===== src/pdc_defs.vh =====
// Constants for the chained potentiometer host controller
// Assumes a 100 MHz system clock and a two-device chain
`ifndef PDC_DEFS_VH
`define PDC_DEFS_VH
`define PDC_WORD_BITS 7
`define PDC_CHAIN_DEVS 2
`define PDC_FRAME_BITS 14
`define PDC_MIDSCALE 7'h40
`define PDC_ZERO_SCALE 7'h00
`define PDC_CLK_HALF_DEF 8
`define PDC_CS_GAP_DEF 8
`define PDC_RST_PULSE_DEF 8
`define PDC_GATE_PULSES 2
`endif


===== src/pdc_buf2.v =====
// Two-entry buffer with valid and ready on both sides
// Assumes one clock domain and synchronous active-high reset
`timescale 1ns/1ps
module pdc_buf2 #(
  parameter W = 14
) (
  input wire clk,
  input wire srst,
  input wire in_valid,
  output wire in_ready,
  input wire [W-1:0] in_data,
  output wire out_valid,
  input wire out_ready,
  output wire [W-1:0] out_data
);
  reg [W-1:0] mem_r [0:1];
  reg wp_r;
  reg rp_r;
  reg [1:0] cnt_r;
  wire push;
  wire pop;
  assign in_ready = (cnt_r != 2'h2);
  assign out_valid = (cnt_r != 2'h0);
  assign out_data = mem_r[rp_r];
  assign push = in_valid && in_ready;
  assign pop = out_valid && out_ready;
  always @(posedge clk) begin
    if (srst) begin
      wp_r <= 1'b0;
      rp_r <= 1'b0;
      cnt_r <= 2'h0;
    end else begin
      if (push) begin
        wp_r <= ~wp_r;
      end
      if (pop) begin
        rp_r <= ~rp_r;
      end
      if (push && !pop) begin
        cnt_r <= cnt_r + 2'h1;
      end else if (pop && !push) begin
        cnt_r <= cnt_r - 2'h1;
      end
    end
  end
  always @(posedge clk) begin
    if (push) begin
      mem_r[wp_r] <= in_data;
    end
  end
endmodule // pdc_buf2


===== src/pdc_sync3.v =====
// Three-stage pin synchroniser; change accepted when stages two and three agree
// Assumes an asynchronous input and synchronous active-high reset
`timescale 1ns/1ps
module pdc_sync3 (
  input wire clk,
  input wire srst,
  input wire pin,
  output reg level
);
  reg s1_r;
  reg s2_r;
  reg s3_r;
  always @(posedge clk) begin
    if (srst) begin
      s1_r <= 1'b1;
      s2_r <= 1'b1;
      s3_r <= 1'b1;
      level <= 1'b1;
    end else begin
      s1_r <= pin;
      s2_r <= s1_r;
      s3_r <= s2_r;
      if (s2_r == s3_r) begin
        level <= s3_r;
      end
    end
  end
endmodule // pdc_sync3


===== src/pdc_host.v =====
// Host controller driving a two-device chain of 128-position potentiometers
// Assumes clk at 100 MHz, pull-up on the chain output, devices clock on rising edge
// Assumes one shutdown line for the whole chain, so the far device reads ones while shut down
//
// Overview of operation
// - Every update clocks fourteen data bits within one chip-select low period.
// - The far device's seven bits are sent first, then the near device's seven.
// - Chip select stays low without a break until all fourteen bits are clocked.
// - Chip select rises after the last bit, loading each device's setting latch.
// - The serial clock period is lengthened so pull-up edges settle in the chain.
// - Chip select may be ANDed with a zero-crossing window for click-free updates.
// - With zero-crossing gating, chip select is issued as two separate pulses.
// - For mute at power-up, shutdown is held low while zero scale is written.
// - Words go most significant bit first, one bit per rising shift clock edge.
`timescale 1ns/1ps
`include "pdc_defs.vh"
module pdc_host #(
  parameter CLK_HALF = `PDC_CLK_HALF_DEF,
  parameter CS_GAP = `PDC_CS_GAP_DEF,
  parameter RST_PULSE = `PDC_RST_PULSE_DEF
) (
  input wire clk,
  input wire srst,
  input wire wr_valid,
  output wire wr_ready,
  input wire [6:0] wr_far,
  input wire [6:0] wr_near,
  input wire wr_zc_gate,
  input wire mute_req,
  input wire midscale_req,
  input wire unmute_req,
  input wire zc_window,
  input wire chain_return_pin,
  output reg [13:0] rd_data,
  output reg rd_valid,
  output wire busy,
  output reg cs_n,
  output reg sclk,
  output reg serial_in_pin,
  output reg midscale_reset_n,
  output reg shutdown_n
);
  localparam [6:0] S_IDLE = 7'h01;
  localparam [6:0] S_SETUP = 7'h02;
  localparam [6:0] S_LOW = 7'h04;
  localparam [6:0] S_HIGH = 7'h08;
  localparam [6:0] S_END = 7'h10;
  localparam [6:0] S_GAP = 7'h20;
  localparam [6:0] S_RST = 7'h40;
  localparam [4:0] NBITS = `PDC_FRAME_BITS;
  localparam [15:0] HALF = CLK_HALF;
  localparam [15:0] GAP = CS_GAP;
  localparam [15:0] RSTW = RST_PULSE;
  localparam [4:0] LAST_BIT = NBITS - 5'h01;

  reg [6:0] st_r;
  reg [15:0] tmr_r;
  reg [4:0] bit_r;
  reg [13:0] sh_r;
  reg [13:0] cap_r;
  reg gate_r;
  reg pulse_r;
  reg mute_pend_r;

  // Next values
  reg [6:0] st_nxt;
  reg [15:0] tmr_nxt;
  reg [4:0] bit_nxt;
  reg [13:0] sh_nxt;
  reg [13:0] cap_nxt;
  reg gate_nxt;
  reg pulse_nxt;
  reg mute_pend_nxt;
  reg cs_n_nxt;
  reg sclk_nxt;
  reg sin_nxt;
  reg mrst_n_nxt;
  reg shutdown_n_n_nxt;
  reg [13:0] rd_data_nxt;
  reg rd_valid_nxt;

  wire ret_lvl;
  wire b_valid;
  wire b_ready;
  wire [13:0] b_data;
  wire b_gate;
  wire [14:0] b_word;

  assign busy = (st_r != S_IDLE);
  // Buffer pops only when neither a midscale pulse nor a mute frame goes first
  assign b_ready = (st_r == S_IDLE) && !midscale_req && !(mute_pend_r && !mute_req);

  pdc_sync3 u_ret (
    .clk(clk),
    .srst(srst),
    .pin(chain_return_pin),
    .level(ret_lvl)
  );

  // Far word in the upper half so it leaves first
  pdc_buf2 #(.W(15)) u_buf (
    .clk(clk),
    .srst(srst),
    .in_valid(wr_valid),
    .in_ready(wr_ready),
    .in_data({wr_zc_gate, wr_far, wr_near}),
    .out_valid(b_valid),
    .out_ready(b_ready),
    .out_data(b_word)
  );

  // One seven-bit slot per device, the far device in the top slot
  genvar g;
  generate
    for (g = 0; g < `PDC_CHAIN_DEVS; g = g + 1) begin : g_slot
      assign b_data[g*`PDC_WORD_BITS +: `PDC_WORD_BITS] = b_word[g*`PDC_WORD_BITS +: `PDC_WORD_BITS];
    end
  endgenerate
  assign b_gate = b_word[14];

  // Next-state and pin values
  always @* begin
    st_nxt = st_r;
    tmr_nxt = tmr_r;
    bit_nxt = bit_r;
    sh_nxt = sh_r;
    cap_nxt = cap_r;
    gate_nxt = gate_r;
    pulse_nxt = pulse_r;
    mute_pend_nxt = mute_pend_r;
    cs_n_nxt = cs_n;
    sclk_nxt = sclk;
    sin_nxt = serial_in_pin;
    mrst_n_nxt = midscale_reset_n;
    shutdown_n_n_nxt = shutdown_n;
    rd_data_nxt = rd_data;
    rd_valid_nxt = 1'b0;
    // Shutdown follows mute and unmute requests
    if (mute_req) begin
      shutdown_n_n_nxt = 1'b0;
      mute_pend_nxt = 1'b1;
    end else if (unmute_req && !mute_pend_r) begin
      shutdown_n_n_nxt = 1'b1;
    end
    case (st_r)
      // Wait for work: midscale first, then the mute frame, then the buffer
      S_IDLE: begin
        cs_n_nxt = 1'b1;
        sclk_nxt = 1'b0;
        if (midscale_req) begin
          mrst_n_nxt = 1'b0;
          tmr_nxt = RSTW;
          st_nxt = S_RST;
        end else if (mute_pend_r && !mute_req) begin
          // Zero scale shifted out; the near device gets it, the far device reads ones while shutdown holds
          sh_nxt = {`PDC_ZERO_SCALE, `PDC_ZERO_SCALE};
          gate_nxt = 1'b0;
          mute_pend_nxt = 1'b0;
          st_nxt = S_SETUP;
          tmr_nxt = HALF;
        end else if (b_valid) begin
          sh_nxt = b_data;
          gate_nxt = b_gate;
          pulse_nxt = 1'b0;
          st_nxt = S_SETUP;
          tmr_nxt = HALF;
        end
        bit_nxt = 5'h00;
      end
      // Chip select low, first bit set up before the first rise
      S_SETUP: begin
        cs_n_nxt = 1'b0;
        sin_nxt = sh_r[13];
        if (tmr_r == 16'h0000) begin
          tmr_nxt = HALF;
          st_nxt = S_LOW;
        end else begin
          tmr_nxt = tmr_r - 16'h0001;
        end
      end
      S_LOW: begin
        // Half period of HALF+1 cycles gives settle time on chain links
        if (tmr_r == 16'h0000) begin
          sclk_nxt = 1'b1;
          tmr_nxt = HALF;
          st_nxt = S_HIGH;
        end else begin
          tmr_nxt = tmr_r - 16'h0001;
        end
      end
      // Shift clock high; data moves only on its fall
      S_HIGH: begin
        if (tmr_r == 16'h0000) begin
          sclk_nxt = 1'b0;
          // Capture returned bit from chain near the end of high phase
          cap_nxt = {cap_r[12:0], ret_lvl};
          sh_nxt = {sh_r[12:0], 1'b0};
          sin_nxt = sh_r[12];
          tmr_nxt = HALF;
          if (bit_r == LAST_BIT) begin
            st_nxt = S_END;
          end else begin
            bit_nxt = bit_r + 5'h01;
            st_nxt = S_LOW;
          end
        end else begin
          tmr_nxt = tmr_r - 16'h0001;
        end
      end
      // Last half period, then chip select rises
      S_END: begin
        if (tmr_r == 16'h0000) begin
          // Gated updates wait for the zero-crossing window
          if (!gate_r || zc_window) begin
            cs_n_nxt = 1'b1;
            rd_data_nxt = cap_r;
            rd_valid_nxt = !pulse_r;
            tmr_nxt = GAP;
            st_nxt = S_GAP;
          end
        end else begin
          tmr_nxt = tmr_r - 16'h0001;
        end
      end
      // Chip select high between frames
      S_GAP: begin
        cs_n_nxt = 1'b1;
        if (tmr_r == 16'h0000) begin
          if (gate_r && !pulse_r) begin
            // Second chip-select pulse under zero-crossing gating
            pulse_nxt = 1'b1;
            cs_n_nxt = 1'b0;
            tmr_nxt = HALF;
            st_nxt = S_END;
          end else begin
            pulse_nxt = 1'b0;
            st_nxt = S_IDLE;
          end
        end else begin
          tmr_nxt = tmr_r - 16'h0001;
        end
      end
      S_RST: begin
        // Release with chip select high; the wipers took midscale when the reset line fell
        if (tmr_r == 16'h0000) begin
          mrst_n_nxt = 1'b1;
          tmr_nxt = GAP;
          st_nxt = S_GAP;
        end else begin
          tmr_nxt = tmr_r - 16'h0001;
        end
      end
      default: begin
        st_nxt = S_IDLE;
        cs_n_nxt = 1'b1;
      end
    endcase
  end

  // Registered state and pins; reset values match the idle pins
  always @(posedge clk) begin
    if (srst) begin
      st_r <= S_IDLE;
      tmr_r <= 16'h0000;
      bit_r <= 5'h00;
      sh_r <= 14'h0000;
      cap_r <= 14'h0000;
      gate_r <= 1'b0;
      pulse_r <= 1'b0;
      mute_pend_r <= 1'b0;
      cs_n <= 1'b1;
      sclk <= 1'b0;
      serial_in_pin <= 1'b0;
      midscale_reset_n <= 1'b1;
      shutdown_n <= 1'b1;
      rd_data <= 14'h0000;
      rd_valid <= 1'b0;
    end else begin
      // Commit next values
      st_r <= st_nxt;
      tmr_r <= tmr_nxt;
      bit_r <= bit_nxt;
      sh_r <= sh_nxt;
      cap_r <= cap_nxt;
      gate_r <= gate_nxt;
      pulse_r <= pulse_nxt;
      mute_pend_r <= mute_pend_nxt;
      cs_n <= cs_n_nxt;
      sclk <= sclk_nxt;
      serial_in_pin <= sin_nxt;
      midscale_reset_n <= mrst_n_nxt;
      shutdown_n <= shutdown_n_n_nxt;
      rd_data <= rd_data_nxt;
      rd_valid <= rd_valid_nxt;
    end
  end
endmodule // pdc_host


===== config.mk =====
export PLATFORM = sky130hd
export DESIGN_NAME = pdc_host
export DESIGN_NICKNAME = d
export VERILOG_FILES = /design/src/pdc_buf2.v /design/src/pdc_sync3.v /design/src/pdc_host.v
export VERILOG_INCLUDE_DIRS = /design/src
export SDC_FILE = /design/constraint.sdc
export NUM_CORES = 1
export LEC_CHECK = 0
export BUFFER_PORTS_ARGS = -buffer_cell sky130_fd_sc_hd__buf_4
export CORE_UTILIZATION = 45
export CTS_CLUSTER_DIAMETER = 120
export DETAILED_ROUTE_END_ITERATION = 8
export PLACE_DENSITY_LB_ADDON = 0.12
export SETUP_SLACK_MARGIN = 0.5
export SLEW_MARGIN = 5
export SYNTH_ARGS = -nofsm -noshare
export SYNTH_HDL_FRONTEND = slang
export SYNTH_HIERARCHICAL = 1
export SYNTH_SLANG_ARGS = --single-unit

===== constraint.sdc =====
create_clock -name clk -period 4.1 [get_ports clk]
set_input_delay 0.615 -clock clk [delete_from_list [all_inputs] [get_ports clk]]
set_output_delay 0.615 -clock clk [all_outputs]
set_load 0.05 [all_outputs]

==> results.py <==
metrics = {
    "final_layout": {
        "fillers": 975,
        "finish.utilization_pct": 55.06,
        "layout.cells.non_filler": 717,
        "nNetsFinal": 591,
        "insertedDiodeCount": 0,
        "final_common_cell": "dfxtp_1",
        "most_frequent_cells_in_the_layout": "88 x dfxtp_1, 76 x nand2_1, 46 x buf_4, 45 x nor2_1, 43 x a21oi_1",
        "area_growth_syn_to_layout_pct": 18.30,
        "ratio_of_cells_with_drive_above_1_in_the_final_layout_pct": 17.33,
    },
    "detailed_routing": {
        "dr.first_iter.drc_count": 270,
        "number_of_search_and_repair_iterations_in_the_first_detailed_routing_pass": 6,
        "drt-total-wl_mm": 10.63,
        "avgViaCountPerCell": 5.510,
        "drc": 0,
        "antenna_violating_nets_left": 0,
        "routed-via-count": 3951,
        "wire_per_inst_um": 14.83,
    },
    "yosys": {
        "synth-warning-count": 6,
        "ys_ff_latch": 118,
        "synthesis.area_per_instance_um2": 9.597,
        "synth.distinct_cells": 67,
        "gate_count_post_synth": 528,
        "synthArstFlopShare_pct": 0,
        "seq_area_frac_synth_pct": 52.54,
        "post_synth_instance_area_um2": 5067,
        "post_synth_edffs": 30,
        "mapped_nets": 555,
        "synth-main-ff-cell": "dfxtp_1",
    },
    "cts": {
        "clock_tree_buffer_depth": 2,
        "clock_sinks": 118,
        "clk_root_buffer_cell": "clkbuf_8",
        "tritoncts_clock_tree": "yes",
        "tritoncts.num_buffers": 17,
        "clk_latency_ns": 0.52,
        "worst_setup_hold_path_clk_slew_ns": 0.06,
        "post_cts_setup_buffer_count": 0,
        "h_tree_depth": 4,
        "post_cts_hold_buffer_count": 0,
        "cts-resized-gates": 0,
    },
    "hold_path": {
        "worstHoldStart": "wr_near[4]",
        "holdPathEnd": "u_buf/mem_r[1][4]$_DFFE_PP_",
        "hold_depth": 1,
        "min_path_type": "in -> reg",
    },
    "placement": {
        "gp_congestion": 0.8368,
        "place.detailed.hpwl_mm": 7.182,
        "port-buffer-count": 44,
        "placedCellCount": 685,
    },
    "run": {
        "max-cap-violations": 0,
    },
    "setup_path": {
        "crit_path_top_delay_cell": "or4_4",
        "path_buf_inv": 1,
        "critical_path_class": "reg -> reg",
        "worstPathRequired_ns": 4.54,
        "rr_startpoint": "st_r[2]$_SDFFE_PP0P_",
        "worst-endpoint-arrival_ns": 3.50,
        "cp-end-kind": "flip-flop",
        "worst_path_dominant_cell_family": "simple AND/OR/NAND/NOR gates",
        "critical_path_peak_fanout": 12,
        "rr_endpoint": "u_buf/cnt_r[1]$_SDFFE_PP0P_",
        "worst_path_largest_cell_delay_ns": 0.59,
        "worstPathCellList": "or4_4 -> nor4b_4 -> inv_2 -> nor3_1 -> o21ai_0 -> ha_1 -> or3_1 -> a21oi_1",
        "timing.reg2reg.setup_slack_ns": 1.04,
        "rr_worst_depth": 8,
        "crit_path_start_kind": "flip-flop",
    },
    "timing": {
        "max_slew_margin_pct": 40.81,
        "final_period_minus_worst_setup_slack_ns": 3.058,
        "setup_repair_after_global_routing_missed_its_margin": "false",
        "final-hold-violation-count": 0,
        "least_margin_pin_slew_ns": 0.8845,
        "worst_clock_skew_ns": 0.01754,
        "timing_max_transition_violations_final": 0,
        "layout_worst_path_cycle_share_pct": 74.58,
        "final.setup.tns_ns": 0,
        "fmax_mhz": 327.0,
        "report.final.setup_viol": 0,
    },
    "pwr": {
        "p_leak_nw": 2.305,
        "totalPowerFinal_mw": 4.050,
        "worst_ir_drop_vdd_mv": 0.3849,
        "p_per_cell_area_nw_per_um2": 675.6,
    },
    "floorplan": {
        "row_count": 38,
        "fp.dieH_um": 108.1,
        "core-area_um2": 10890,
        "die-width_um": 108.1,
        "io_pins": 45,
        "die_area_um2": 11690,
        "floorplan.initialDensity_pct": 46.54,
    },
    "global_route": {
        "globalRoute.totalOverflow": 0,
        "grt_antenna_before_repair": 0,
        "grt_start_max_net_pins": 69,
        "track_usage_pct": 20.13,
        "global_route_wire_length_before_repair_mm": 17.90,
        "grt_pass1_vias": 3814,
    },
    "run_status": {
        "outcome": "completed",
    },
}
[cell usage after synthesis (4+ instances only)]
master     n  share of area (%)
dfxtp_1   88                 35
buf_2      6               0.59
a211o_1    9                1.6
ha_1       4               0.99
nor3_1    30                3.0
a21oi_1   43                4.2
or2_1      4               0.49
nand2_1   76                5.6
nor2_1    45                3.3
edfxtp_1  30                 18
inv_1     10               0.74
or3_1      9                1.1
nand2b_1   7               0.86
and3_1    14                1.7
o21ai_0   11                1.1
nand3_1    9               0.89
xor2_1     8                1.4
nor2b_1    4               0.49
clkbuf_1  18                1.3
a222oi_1  13                2.6
mux2_2    16                3.6
[through the flow]
stage / hold slack [ns] / instance area (um^2) / setup WS, ns
final: 0.2731 / 5995 / 1.042
after global routing: 0.2451 / 5995 / 0.7872
after CTS: 0.2508 / 5995 / 1.037
after detailed placement: 0.4449 / 5456 / 1.072
after global placement: 0.4407 / 5456 / 1.202
after floorplan: 0.3832 / 5067 / 1.358
[layer usage]
metal	GRT usage (%)	up-vias	share of wire, %
met5	0	-	0
met3	5.967	14	4.0
met4	9.295	0	1.7
met1	26.03	1857	48
li1	-	1994	-
met2	30.89	86	46
[worst max-delay path by stage]
stage	start	end	slack, ns	cells past startpoint
floorplan	st_r[4]$_SDFFE_PP0P_	u_buf/cnt_r[1]$_SDFFE_PP0P_	1.36	9
global placement	st_r[2]$_SDFFE_PP0P_	u_buf/cnt_r[1]$_SDFFE_PP0P_	1.20	8
detailed placement	st_r[3]$_SDFFE_PP0P_	u_buf/cnt_r[1]$_SDFFE_PP0P_	1.07	8
CTS	st_r[3]$_SDFFE_PP0P_	u_buf/cnt_r[1]$_SDFFE_PP0P_	1.04	8
global route	st_r[3]$_SDFFE_PP0P_	u_buf/cnt_r[1]$_SDFFE_PP0P_	0.79	8
finish	st_r[2]$_SDFFE_PP0P_	u_buf/cnt_r[1]$_SDFFE_PP0P_	1.04	8
[flip-flops by register name (all words and copies together), names as in the netlist, 2 cells and up, named ones only]
name and flops:
st_r 7, rd_data 14, u_buf/cnt_r 2, tmr_r 16, cap_r 14, bit_r 5, sh_r 14, u_buf/mem_r 30
[cell type report]
class                   instances  area (um^2)  share of cell area [%]
clock buffers                  21        429.2                   7.159
repair buffers                 46        345.3                   5.761
clock inverters                11        108.9                   1.816
well taps                     140        175.2                   2.922
multi-input cells             370         2232                   37.24
inverters                      11        41.29                  0.6888
flip-flops and latches        118         2663                   44.42
[power by group]
part           internal [mW]  leakage [nW]  switching [mW]
registers               1.37         0.994           0.140
logic                  0.462          1.05           0.735
clock network          0.852         0.256           0.493
total                   2.68          2.31            1.37
[cells by family (layout without fill, tap and decap cells)]
kind of cell | after synthesis | after routing | synth area share [%]
compound gates | 111 | 111 | 15.06
xor+xnor | 11 | 11 | 1.901
fa+ha+maj | 5 | 5 | 1.185
buf+inv | 40 | 89 | 3.407
flops | 118 | 118 | 52.54
mux | 17 | 17 | 3.753
simple gates | 226 | 226 | 22.15
Note: power is estimated with default switching activity, not from simulation.
